===== config.mk =====
export PLATFORM = sky130hd
export DESIGN_NAME = switch_monitor_spi_core
export DESIGN_NICKNAME = d
export VERILOG_FILES = /design/src/rtl/swmon_pkg.sv /design/src/rtl/spi_link_if.sv /design/src/rtl/sync_pipe.sv /design/src/rtl/spi_slave_port.sv /design/src/rtl/switch_monitor_spi_core.sv
export SDC_FILE = /design/constraint.sdc
export NUM_CORES = 1
export LEC_CHECK = 0
export ABC_AREA = 1
export CAP_MARGIN = 20
export CORE_AREA = 8 8 156 158
export CTS_CLUSTER_DIAMETER = 60
export DETAILED_ROUTE_END_ITERATION = 16
export DIE_AREA = 0 0 164 166
export DONT_BUFFER_PORTS = 1
export GPL_TIMING_DRIVEN = 1
export PLACE_DENSITY_LB_ADDON = 0.08
export SYNTH_ARGS = -nofsm -noshare
export SYNTH_HDL_FRONTEND = slang
export SYNTH_SLANG_ARGS = --single-unit
export TNS_END_PERCENT = 30

===== constraint.sdc =====
create_clock -name clk_i -period 5.25 [get_ports clk_i]
set_input_delay 0.525 -clock clk_i [delete_from_list [all_inputs] [get_ports clk_i]]
set_output_delay 0.525 -clock clk_i [all_outputs]
set_load 0.005 [all_outputs]

===== src/rtl/swmon_pkg.sv =====
// Notes on behaviour
// pulse mode: wetting on closed switches for 20ms after debounce
// wetting mode bit 15 set: continuous wetting on enabled closed switches
// any valid change starts a wetting pulse on all closed switches
// one shared wetting timer, restarted by every valid change
// scan mode: wetting only in poll window; pulse mode stops after 20ms
// reset clears the whole configuration word to zero
// direct outputs copy inputs 0/1 only with in01 enable low, normal mode
// direct inputs 0/1 neither update state bits nor raise interrupts
// open-drain interrupt pulls low on unmasked debounced input change
// first watchdog timeout also asserts the interrupt
// chip-select falling edge releases interrupt and over-temperature pins
// over-temperature pin asserts on warning crossing, cleared by select fall
// status bit 7 follows temperature with hysteresis, spi never clears it
// thermal warning turns off wetting until temperature drops back
// select fall loads status word, shifted out msb first on rising clock
// data input sampled on falling serial clock while selected
// select rise copies shift register into configuration word
// master gives exactly sixteen clocks per select low period
// deselected: data output high impedance, clock and data ignored
// input changes during a transfer still assert the interrupt
// status: inputs 7..0 in bits 15..8, one closed, bit 7 over-temp
// config: mode 15, scan 14..12, wen 11, in01 10, polarity 9..8, masks
// scan mode: all sense resistors on for 250us once per period; inputs 0/1 stay off while in01 enable is low
// codes 111/110 normal mode; 000..101 scan 64 down to 2 ms
// inputs 0/1 wetting needs both global and in01 enables
// polarity bits 9 and 8 select battery sensing for 7/6 and 5/4
// unused status bits 6..0 read as zero
// frame without exactly sixteen clocks leaves configuration unchanged
package swmon_pkg;

	// ---------------------------------------------------------------
	// timing
	// ---------------------------------------------------------------
	localparam int unsigned CLK_MHZ       = 25;
	localparam int unsigned WET_PULSE_US  = 20000;
	localparam int unsigned WET_PULSE_CYC = WET_PULSE_US * CLK_MHZ;
	localparam int unsigned POLL_US       = 250;
	localparam int unsigned POLL_CYC      = POLL_US * CLK_MHZ;
	localparam int unsigned SCAN_BASE_US  = 2000;
	localparam int unsigned SCAN_BASE_CYC = SCAN_BASE_US * CLK_MHZ;

	// ---------------------------------------------------------------
	// word layouts
	// ---------------------------------------------------------------
	localparam int unsigned WORD_W       = 16;
	localparam int unsigned CFG_WET_CONT = 15;
	localparam int unsigned CFG_SCAN_HI  = 14;
	localparam int unsigned CFG_SCAN_LO  = 12;
	localparam int unsigned CFG_WEN      = 11;
	localparam int unsigned CFG_IN01_WET = 10;
	localparam int unsigned CFG_POL_UP   = 9;
	localparam int unsigned CFG_POL_LO   = 8;
	localparam int unsigned CFG_MASK_HI  = 7;
	localparam int unsigned STS_OVERTEMP = 7;
	localparam logic [15:0] CFG_RESET    = 16'h0000;
	localparam logic [2:0]  SCAN_CONT    = 3'h7;
	localparam logic [2:0]  SCAN_NOHYS   = 3'h6;
	localparam logic [2:0]  SCAN_MAXCODE = 3'h5;
	localparam logic [4:0]  FRAME_BITS   = 5'h10;

endpackage


===== src/rtl/spi_link_if.sv =====
`timescale 1ns/100ps
// carries the shifter's frame events and words to the core
interface spi_link_if;
	logic [15:0] status_word;
	logic [15:0] cfg_word;
	logic        cfg_load;
	logic        cs_fall;
	logic        cs_low;

	modport shifter (input status_word, output cfg_word, output cfg_load,
		output cs_fall, output cs_low);
	modport core (output status_word, input cfg_word, input cfg_load,
		input cs_fall, input cs_low);
endinterface


===== src/rtl/sync_pipe.sv =====
`timescale 1ns/100ps
// two-flop synchroniser; first stage feeds only the second
module sync_pipe #(
	parameter int unsigned W = 1
) (
	input  wire logic         clk_i,
	input  wire logic         rst_i,
	input  wire logic [W-1:0] d_i,
	output logic      [W-1:0] q_o
);
	logic [W-1:0] meta_r;

	// ---------------------------------------------------------------
	// stages
	// ---------------------------------------------------------------
	always_ff @(posedge clk_i)
	begin
		if (rst_i)
		begin
			meta_r <= '0;
			q_o    <= '0;
		end
		else
		begin
			meta_r <= d_i;
			q_o    <= meta_r;
		end
	end
endmodule // sync_pipe


===== src/rtl/spi_slave_port.sv =====
`timescale 1ns/100ps
// serial shifter, inputs already synchronised to clk_i
module spi_slave_port (
	input  wire logic     clk_i,
	input  wire logic     rst_i,
	input  wire logic     cs_n_s_i,
	input  wire logic     sclk_s_i,
	input  wire logic     sdi_s_i,
	output logic          sdo_o,
	output logic          sdo_oe_o,
	spi_link_if.shifter   link
);
	logic        cs_n_d_r;
	logic        sclk_d_r;
	logic [15:0] sh_r;
	logic [4:0]  cnt_r;
	logic        cs_fall;
	logic        cs_rise;
	logic        sclk_rise;
	logic        sclk_fall;

	// ---------------------------------------------------------------
	// edge decode; clock edges only count while selected
	// ---------------------------------------------------------------
	assign cs_fall   = cs_n_d_r & ~cs_n_s_i;
	assign cs_rise   = ~cs_n_d_r & cs_n_s_i;
	assign sclk_rise = ~sclk_d_r & sclk_s_i & ~cs_n_s_i;
	assign sclk_fall = sclk_d_r & ~sclk_s_i & ~cs_n_s_i;

	assign link.cs_fall  = cs_fall;
	assign link.cs_low   = ~cs_n_s_i;
	assign link.cfg_word = sh_r;
	// short or long frames are dropped
	assign link.cfg_load = cs_rise & (cnt_r == swmon_pkg::FRAME_BITS);
	assign sdo_oe_o      = ~cs_n_s_i;

	// ---------------------------------------------------------------
	// shift register
	// ---------------------------------------------------------------
	always_ff @(posedge clk_i)
	begin
		if (rst_i)
		begin
			cs_n_d_r <= 1'b1;
			sclk_d_r <= 1'b0;
			sh_r     <= 16'h0000;
			cnt_r    <= 5'h00;
			sdo_o    <= 1'b0;
		end
		else
		begin
			cs_n_d_r <= cs_n_s_i;
			sclk_d_r <= sclk_s_i;
			if (cs_fall)
			begin
				sh_r  <= link.status_word;
				cnt_r <= 5'h00;
				sdo_o <= link.status_word[15];
			end
			else if (sclk_fall)
			begin
				sh_r <= {sh_r[14:0], sdi_s_i};
				if (cnt_r != 5'h1f)
					cnt_r <= cnt_r + 5'h01;  // saturates, never wraps to 16
			end
			else if (sclk_rise)
				sdo_o <= sh_r[15];
		end
	end
endmodule // spi_slave_port


===== src/rtl/switch_monitor_spi_core.sv =====
`timescale 1ns/100ps
module switch_monitor_spi_core #(
	parameter int unsigned WET_CYC  = swmon_pkg::WET_PULSE_CYC,
	parameter int unsigned POLL_CYC = swmon_pkg::POLL_CYC,
	parameter int unsigned BASE_CYC = swmon_pkg::SCAN_BASE_CYC
) (
	input  wire logic       clk_i,
	input  wire logic       rst_i,
	input  wire logic       chip_select_n_i,
	input  wire logic       serial_clk_i,
	input  wire logic       serial_data_i,
	output logic            serial_data_o,
	output logic            serial_data_oe_o,
	input  wire logic [7:0] switch_input_i,
	input  wire logic       temp_warn_i,
	input  wire logic       temp_clear_i,
	input  wire logic       watchdog_first_timeout_i,
	output logic            irq_n_o,
	output logic            irq_n_oe_o,
	output logic            overtemp_n_o,
	output logic            overtemp_n_oe_o,
	output logic            direct_level_out0_o,
	output logic            direct_level_out0_oe_o,
	output logic            direct_level_out1_o,
	output logic            direct_level_out1_oe_o,
	output logic [7:0]      wetting_drive_o,
	output logic [7:0]      sense_connect_o,
	output logic            polarity_upper_pair_o,
	output logic            polarity_lower_pair_o,
	output logic            hyst_adjust_en_o
);

	// ---------------------------------------------------------------
	// declarations
	// ---------------------------------------------------------------
	spi_link_if link ();

	logic [2:0]  spi_s;
	logic [7:0]  sw_s;
	logic [2:0]  misc_s;
	logic        temp_warn_s;
	logic        temp_clear_s;
	logic        wd_s;

	logic [15:0] cfg_r;
	logic [7:0]  sw_state_r;
	logic [7:0]  sw_state_nxt;
	logic        wd_d_r;
	logic        irq_pend_r;
	logic        hot_state_r;
	logic        hot_pin_r;
	logic [31:0] wet_cnt_r;
	logic [31:0] scan_cnt_r;
	logic [31:0] scan_cnt_nxt;
	logic [7:0]  wet_r;
	logic [7:0]  wet_nxt;
	logic [7:0]  sense_r;
	logic [7:0]  sense_nxt;
	logic [1:0]  do_r;
	logic        do_oe_r;

	logic        wet_cont;
	logic [2:0]  scan_code;
	logic        wen;
	logic        in01_wet_en;
	logic [7:0]  irq_mask;
	logic        normal_mode;
	logic [7:0]  track;
	logic [7:0]  chg;
	logic        irq_evt;
	logic        wd_evt;
	logic        hot_set;
	logic        wet_run;
	logic [31:0] scan_period;
	logic        scan_wrap;
	logic        poll_win;
	logic        wet_phase;
	logic [7:0]  wet_allow;

	// ---------------------------------------------------------------
	// pin synchronisers
	// ---------------------------------------------------------------
	sync_pipe #(.W(3)) u_spi_sync (
		.clk_i (clk_i),
		.rst_i (rst_i),
		.d_i   ({~chip_select_n_i, serial_clk_i, serial_data_i}),
		.q_o   (spi_s)
	);

	sync_pipe #(.W(8)) u_sw_sync (
		.clk_i (clk_i),
		.rst_i (rst_i),
		.d_i   (switch_input_i),
		.q_o   (sw_s)
	);

	sync_pipe #(.W(3)) u_misc_sync (
		.clk_i (clk_i),
		.rst_i (rst_i),
		.d_i   ({temp_warn_i, temp_clear_i, watchdog_first_timeout_i}),
		.q_o   (misc_s)
	);

	assign temp_warn_s  = misc_s[2];
	assign temp_clear_s = misc_s[1];
	assign wd_s         = misc_s[0];

	// ---------------------------------------------------------------
	// serial port
	// ---------------------------------------------------------------
	spi_slave_port u_spi (
		.clk_i    (clk_i),
		.rst_i    (rst_i),
		.cs_n_s_i (~spi_s[2]),  // flop reset 0 reads as deselected
		.sclk_s_i (spi_s[1]),
		.sdi_s_i  (spi_s[0]),
		.sdo_o    (serial_data_o),
		.sdo_oe_o (serial_data_oe_o),
		.link     (link.shifter)
	);

	// status word, unused bits forced low
	assign link.status_word = {sw_state_r, hot_state_r, 7'h00};

	// ---------------------------------------------------------------
	// configuration fields
	// ---------------------------------------------------------------
	assign wet_cont  = cfg_r[swmon_pkg::CFG_WET_CONT];
	assign scan_code = cfg_r[swmon_pkg::CFG_SCAN_HI:swmon_pkg::CFG_SCAN_LO];
	assign wen       = cfg_r[swmon_pkg::CFG_WEN];
	assign in01_wet_en = cfg_r[swmon_pkg::CFG_IN01_WET];
	assign irq_mask  = cfg_r[swmon_pkg::CFG_MASK_HI:0];

	// codes 110 and 111 run continuously
	assign normal_mode = (scan_code == swmon_pkg::SCAN_CONT) ||
		(scan_code == swmon_pkg::SCAN_NOHYS);

	assign polarity_upper_pair_o = cfg_r[swmon_pkg::CFG_POL_UP];
	assign polarity_lower_pair_o = cfg_r[swmon_pkg::CFG_POL_LO];
	assign hyst_adjust_en_o      = (scan_code != swmon_pkg::SCAN_NOHYS);

	// configuration register, only full frames land here
	always_ff @(posedge clk_i)
	begin
		if (rst_i)
			cfg_r <= swmon_pkg::CFG_RESET;
		else if (link.cfg_load)
			cfg_r <= link.cfg_word;
	end

	// ---------------------------------------------------------------
	// switch state and change events
	// ---------------------------------------------------------------
	// inputs 0/1 are not tracked while acting as direct inputs
	assign track        = {6'h3f, in01_wet_en, in01_wet_en};
	assign chg          = (sw_s ^ sw_state_r) & track;
	assign sw_state_nxt = (sw_s & track) | (sw_state_r & ~track);
	assign irq_evt      = |(chg & ~irq_mask);
	assign wd_evt       = wd_s & ~wd_d_r;
	assign hot_set      = temp_warn_s & ~hot_state_r;

	// event flags: a set in the select-fall cycle wins over the release
	always_ff @(posedge clk_i)
	begin
		if (rst_i)
		begin
			sw_state_r <= 8'h00;
			wd_d_r     <= 1'b0;
			irq_pend_r <= 1'b0;
			hot_pin_r   <= 1'b0;
			hot_state_r <= 1'b0;
		end
		else
		begin
			sw_state_r <= sw_state_nxt;
			wd_d_r     <= wd_s;
			if (irq_evt || wd_evt)
				irq_pend_r <= 1'b1;
			else if (link.cs_fall)
				irq_pend_r <= 1'b0;
			if (hot_set)
				hot_pin_r <= 1'b1;
			else if (link.cs_fall)
				hot_pin_r <= 1'b0;
			if (temp_warn_s)
				hot_state_r <= 1'b1;
			else if (temp_clear_s)
				hot_state_r <= 1'b0;
		end
	end

	// open-drain pins: drive low when enabled
	assign irq_n_o         = 1'b0;
	assign irq_n_oe_o      = irq_pend_r;
	assign overtemp_n_o    = 1'b0;
	assign overtemp_n_oe_o = hot_pin_r;

	// ---------------------------------------------------------------
	// shared wetting timer
	// ---------------------------------------------------------------
	// one timer for all inputs, so close closures stretch the pulse
	always_ff @(posedge clk_i)
	begin
		if (rst_i)
			wet_cnt_r <= 32'h0000_0000;
		else if (|chg)
			wet_cnt_r <= WET_CYC;
		else if (wet_cnt_r != 32'h0000_0000)
			wet_cnt_r <= wet_cnt_r - 32'h0000_0001;
	end

	assign wet_run = (wet_cnt_r != 32'h0000_0000);

	// ---------------------------------------------------------------
	// scan poll timer
	// ---------------------------------------------------------------
	// period halves per code step from 64 ms at code 000
	assign scan_period = BASE_CYC << (swmon_pkg::SCAN_MAXCODE - scan_code);
	assign scan_wrap   = (scan_cnt_r >= scan_period - 32'h0000_0001);
	assign poll_win    = !normal_mode && (scan_cnt_r < POLL_CYC);

	always_comb
	begin
		if (normal_mode || scan_wrap)
			scan_cnt_nxt = 32'h0000_0000;
		else
			scan_cnt_nxt = scan_cnt_r + 32'h0000_0001;
	end

	always_ff @(posedge clk_i)
	begin
		if (rst_i)
			scan_cnt_r <= 32'h0000_0000;
		else
			scan_cnt_r <= scan_cnt_nxt;
	end

	// ---------------------------------------------------------------
	// wetting and sense drive
	// ---------------------------------------------------------------
	// thermal cut applies only to wetting; sensing continues
	assign wet_allow = {{6{wen}}, {2{wen & in01_wet_en}}} &
		{8{~hot_state_r}};
	assign wet_phase = (wet_cont || wet_run) &&
		(normal_mode || poll_win);
	assign wet_nxt   = sw_state_r & wet_allow & {8{wet_phase}};
	assign sense_nxt = {8{normal_mode || poll_win}} & track;

	always_ff @(posedge clk_i)
	begin
		if (rst_i)
		begin
			wet_r   <= 8'h00;
			sense_r <= 8'h00;
		end
		else
		begin
			wet_r   <= wet_nxt;
			sense_r <= sense_nxt;
		end
	end

	assign wetting_drive_o = wet_r;
	assign sense_connect_o = sense_r;

	// ---------------------------------------------------------------
	// direct level outputs
	// ---------------------------------------------------------------
	// adds the synchroniser delay; fine for slow pwm, not for fast edges
	always_ff @(posedge clk_i)
	begin
		if (rst_i)
		begin
			do_r    <= 2'h0;
			do_oe_r <= 1'b0;
		end
		else
		begin
			do_r    <= sw_s[1:0];
			do_oe_r <= !in01_wet_en && normal_mode;
		end
	end

	assign direct_level_out0_o    = do_r[0];
	assign direct_level_out1_o    = do_r[1];
	assign direct_level_out0_oe_o = do_oe_r;
	assign direct_level_out1_oe_o = do_oe_r;
endmodule // switch_monitor_spi_core


After elaboration in Yosys (flattened, before gate mapping)
Index checks and enable logic that the tools add are counted.
Widths: inputs -> output; s select.
{"block": "totals", "reg_bits": 163, "output_inout_bits": 29, "word_cells": 104}
{"block": "classes", "n_addsub": 5, "order_cmp": 2, "n_eq_ne": 6, "shifts": 1, "mux": 12, "bitwise": 29, "reduce_logical": 24}
{"cell": "$and 8x8->8", "n": 8}
{"cell": "$sub 32x1->32 const B", "n": 2}
{"cell": "$mux 19", "n": 2}
{"cell": "$add 32x1->32 const B", "n": 1}
{"cell": "$ge 32x32->1", "n": 1}
{"cell": "$lt 32x13->1 const B", "n": 1}
{"cell": "$mux 16", "n": 2}
{"cell": "$reduce_bool 32->1", "n": 1}
{"cell": "$shl 16x3->32 const A", "n": 1}
{"cell": "$not 8->8", "n": 2}
{"cell": "$reduce_or 8->1", "n": 2}
{"cell": "$reduce_bool 2->1", "n": 6}
{"cell": "$and 1x1->1", "n": 10}
{"cell": "$reduce_or 9->1", "n": 1}
{"cell": "$mux 1", "n": 8}
{"cell": "$or 8x8->8", "n": 1}
{"cell": "$xor 8x8->8", "n": 1}
{"cell": "$not 1->1", "n": 7}
{"cell": "$eq 3x3->1 const B", "n": 2}
{"cell": "$add 5x1->5 const B", "n": 1}
{"cell": "$eq 5x5->1 const B", "n": 1}
{"cell": "$logic_or 1x1->1", "n": 5}
{"cell": "$ne 5x5->1 const B", "n": 1}
{"cell": "$reduce_and 2->1", "n": 2}
{"cell": "6 further kinds", "n": 10}

Depth between registers and ports, before layout
{"block": "depth", "ltp_word": 7, "mapped_depth": 18}

Hierarchy
Synthesis repeated with hierarchy kept, for this count alone.
{"block": "unflattened", "cells_unflattened": 1042, "hier_area_um2": 7802.5}
{"module": "switch_monitor_spi_core", "instances": 1, "cells_each": 773, "area_per_inst_um2": 5709.2, "seq_area_each_um2": 2102.0}
{"module": "spi_slave_port", "instances": 1, "cells_each": 183, "area_per_inst_um2": 1288.7, "seq_area_each_um2": 480.5}
{"module": "sync_pipe (u_sw_sync)", "instances": 1, "cells_each": 50, "area_per_inst_um2": 474.2, "seq_area_each_um2": 320.3}
{"module": "sync_pipe (u_misc_sync ...)", "instances": 2, "cells_each": 18, "area_per_inst_um2": 165.2, "seq_area_each_um2": 120.1}

Worst setup path before layout
OpenSTA, ideal clock, no wires.
{"block": "synth_path", "kind": "reg-to-reg", "startpoint": "register cfg_r[13]", "endpoint": "register scan_cnt_r[15]", "arrival_time_ns": 2.737, "setup_slack_ns": 2.450, "path_stages_with_launch": 19, "period_less_slack_ns": 2.800, "path_cell_list": "dfxtp_1 > inv_1 > ha_1 > buf_2 > inv_1 > nand2_1 > nand2_1 > nor3_1 > nand2_1 > xor2_1 > ha_1 > a21oi_1 > o21ai_0 > a21oi_1 > nand2_1 > nand2_1 > nand4_4 > buf_4 > nor2_1"}
{"block": "synth_between", "elab_chain_len": 6}
{"item": "start: declaration", "line": "switch_monitor_spi_core.sv:45", "source": "logic [15:0] cfg_r;"}
{"item": "start signal: assignment", "line": "switch_monitor_spi_core.sv:146", "source": "cfg_r <= swmon_pkg::CFG_RESET;"}
{"item": "start signal: assignment", "line": "switch_monitor_spi_core.sv:148", "source": "cfg_r <= link.cfg_word;"}
{"item": "$sub 3x3->3", "line": "switch_monitor_spi_core.sv:218", "source": "assign scan_period = BASE_CYC << (swmon_pkg::SCAN_MAXCODE - scan_code);"}
{"item": "$shl 16x3->32", "line": "switch_monitor_spi_core.sv:218"}
{"item": "$sub 32x1->32", "line": "switch_monitor_spi_core.sv:219", "source": "assign scan_wrap = (scan_cnt_r >= scan_period - 32'h0000_0001);"}
{"item": "$ge 32x32->1", "line": "switch_monitor_spi_core.sv:219"}
{"item": "$logic_or 1x1->1 (*)", "line": "switch_monitor_spi_core.sv:224", "source": "if (normal_mode || scan_wrap)"}
{"item": "$reduce_or 2->1 (no line) (*)"}
{"item": "end signal: assignment", "line": "switch_monitor_spi_core.sv:235", "source": "scan_cnt_r <= scan_cnt_nxt;"}
{"item": "end: declaration", "line": "switch_monitor_spi_core.sv:53", "source": "logic [31:0] scan_cnt_r;"}
Every way passes the cells marked *; elsewhere a longest branch is shown, timed or not.
A chain may end at the register's enable or synchronous reset.

Worst setup path after layout
{"block": "layout_path", "startpoint": "register cfg_r[13]", "endpoint": "register scan_cnt_r[22]"}
Same word-level chain as after synthesis.

==> impl_results.md <==
- Outcome: finished clean
- Most used DFF post-synth: dfxtp_1
- DRC Markers: 0
- Initial DRC count: 330
- WL met3: 503 um
- Final ANT Viol Nets: 0
- Die ar.: ~27000 um2
- Placed cells: between 1000 and 1500
- IO buf count: 0
- Final clock skew: roughly 0.015 ns
- Worst Setup End Kind: flip-flop
- Most frequent cells after synthesis: nor2_1 (177), nand2_1 (173), dfxtp_1 (157), inv_1 (143), a21oi_1 (49)
- Synth Instances: 1007
- CP Data Required Time: 5.59 ns
- Period utilisation layout: 0.639
- Slew Viols, Final: 0
- Place WS: 1.89 ns
- Endpoint, Worst Hold: u_spi_sync.meta_r[2]
- PostCTS Resize Cnt: 0
- DR WL met2: just over 8000 um
- First-pass GRT wire length: 28900 um
- Post-Layout Cell Count: about 1300
- Largest net degree at the start of global routing: 50
- Setup Buffers After CTS: 0
- Via count: about 5800
- ANT cells: 0
- Top routing layer in use: met4
- CTS buffer count: 17
- CP peak stage delay: 0.51 ns
- Seq/Total Area, Yosys: 0.421
- Yosys cell types: 43
- Final hold vios: 0
- Worst-margin pin slew: between 0.6 and 0.7 ns
- Worst path slowest cell: dfxtp_1
- Final nets: 1062
- Hold Path Stages: 1
- Share of cells above drive strength 1: 0.0685
- Wire length per cell: around 14 um
- Path depth of the worst reg2reg path: 16
- Critical Path Fanout Max: 25
- Crit path max-delay family: simple AND/OR/NAND/NOR gates
- CTS tree: yes
- GR Util All Layers: 0.133
- Clock latency on the worst-skew pair: around 0.43 ns
- Final setup viols: 0
- Clock sink total: 157
- Setup repair after global routing missed its margin: false
- Flop-to-flop setup slack: between 1.5 and 2 ns
- Crit path DAT: between 3 and 4 ns
- Peak VDD IR: between 0.2 and 0.25 mV
- Wire length on met1: between 8000 and 9000 um
- CP startpoint: cfg_r[13]
- Syn avg cell area: 7.41 um2
- Pre-Repair DR Iteration Count: 4
- Synth area leader: dfxtp_1
- Final worst slack: roughly 1.9 ns
- CTS root buf: clkbuf_16
- Initial Util: 0.338
- RR Startpoint: cfg_r[13]
- IO Pins: 45
- Lkg Pwr: 3.54 nW
- Layout area overhead: 11.6%
- Worst reg2reg path endpoint: scan_cnt_r[22]
- CTS clk-pin slew, worst paths: approximately 0.07 ns
- Cell Rows: 55
- Power Density: around 330 nW/um2
- Fmax: between 200 and 300 MHz
- Post-synth EDFFs: 0
- Max Buffers Root-to-Sink: 2
- Post-Syn Area: 7460 um2
- Top-count cell post-synth: nor2_1
- Slew Limit Headroom: 0.543
- Crit path top cell by count: nand2_1
- Antenna violations before repair: 0
- Startpoint types: flip-flop
- Final wirelength: roughly 18000 um
- Setup_tns: 0 ns
- Vias in the first global route: roughly 5600
- MaxCap Viol Count: 0
- Routability cong.: between 0.8 and 0.9
- Synthesized flop and latch total: between 150 and 200
- Buf+Inv Stages, Crit Path: 2
- Grt ovf: 0
- Die width: between 150 and 200 um
- Share of the synthesized area in the top cell type: 0.421
- Worst path depth: 16
- Ys Warns: 0
- Total core area: around 22000 um2
- Hold WC Path Type: in2reg
- Die Y: between 150 and 200 um
- Synth async-reset ratio: 0
- Detail Placement HPWL: between 10000 and 15000 um
- # hold bufs at CTS: 0
- Hold Crit Start: chip_select_n_i
- Via-to-Cell Ratio: 4.43
- Kind of critical path: reg2reg
- CP cell instances: inv_1 -> ha_1 -> inv_1 -> nand2_1 -> nand2_1 -> nor3_1 -> nand2_1 -> xor2_1 -> ha_1 -> a21oi_1 -> o21ai_0 -> a21oi_1 -> nand2_1 -> nand2_1 -> nand4_4 -> nor2_1
- Clock H-tree levels: 4
- Fin crit period: ~3.4 ns
- Synth top area cells: dfxtp_1 (42%), nor2_1 (8.9%), nand2_1 (8.7%)
==> power by group <==
| part | internal, W | switching (W) |
|---|---|---|
| Combinational | 0.0000768 | 0.000155 |
| Clock | 0.000687 | 0.000583 |
| Sequential | 0.00122 | 0.0000246 |
==> cells in the final DEF, fill, tap and decap left out, types with 3 or more instances in the layout <==
cell type	n
nor2_1	177
nand2_1	173
dfxtp_1	157
inv_1	143
a21oi_1	49
nand3_1	45
ha_1	37
o21ai_0	35
xor2_1	27
nor3_1	23
xnor2_1	21
nand4_1	19
clkbuf_16	17
conb_1	10
nor2_2	9
nand3b_1	6
nand2_2	6
a22oi_1	5
inv_6	5
inv_2	4
nor4_1	4
nand2_4	4
o211ai_1	4
clkinv_8	4
nor2_4	3
o22ai_1	3
a31oi_1	3
inv_8	3
buf_4	3
==> stage by stage <==
step	utilization	area [um2]	hold slack, ns	total power (W)
finish	0.377	8330	0.153	0.00275
global route	0.377	8330	0.129	0.00288
CTS	0.377	8330	0.136	0.00279
detailed placement	0.349	7710	0.392	0.00151
global placement	0.349	7710	0.390	0.00151
floorplan	-	7490	0.388	0.00146
==> registers in the layout, summed over array words and instances, names as in the netlist, 5 cells and up, named ones only <==
| name | cells |
|---|---|
| sw_state_r | 6 |
| u_sw_sync.q_o | 8 |
| u_sw_sync.meta_r | 8 |
| wetting_drive_o | 8 |
| scan_cnt_r | 32 |
| wet_cnt_r | 32 |
| u_spi.link.cfg_word | 16 |
| cfg_r | 16 |
| u_spi.cnt_r | 5 |
==> routing by layer <==
layer | up-vias | global-route usage
met2 | 62 | 0.214
met3 | 18 | 0.0305
met1 | 2559 | 0.172
met5 | - | 0
met4 | 0 | 0.0427
li1 | 3156 | -
==> layout make-up <==
| type | count | area, um2 |
|---|---|---|
| Fill cell | 2322 | 13800 |
| Clock buffer | 17 | 425 |
| Inverter | 149 | 559 |
| Timing Repair Buffer | 3 | 22.5 |
| Tap cell | 285 | 357 |
| Multi-Input combinational cell | 681 | 3630 |
| Clock inverter | 15 | 189 |
| Sequential cell | 157 | 3140 |
==> worst register-to-register path, delay by kind of cell (launching register included) <==
kind / cells / cell delay (ns)
AND/OR/NAND/NOR: 8 / 1.14
AO/OA/AOI/OAI: 3 / 0.32
flip-flops: 1 / 0.51
buffers and inverters: 2 / 0.39
adder cells (fa/ha/maj): 2 / 0.76
XOR/XNOR: 1 / 0.15
==> how the worst max path moves through the flow <==
stage,to
6_report,scan_cnt_r[22]
5_1_grt,scan_cnt_r[3]
4_1_cts,scan_cnt_r[22]
3_5_place_dp,scan_cnt_r[8]
3_3_place_gp,scan_cnt_r[18]
2_1_floorplan,scan_cnt_r[15]
==> cell families after synthesis <==
| group | count (synthesis) | share of synthesized area |
|---|---|---|
| other | 2 | 0.00101 |
| XOR/XNOR | 48 | 0.0563 |
| AND/OR/NAND/NOR | 481 | 0.287 |
| adder cells (fa/ha/maj) | 37 | 0.0620 |
| AO/OA/AOI/OAI | 105 | 0.0765 |
| flip-flops | 157 | 0.421 |
| buffers and inverters | 177 | 0.0963 |
(Power assumes the default switching activity.)
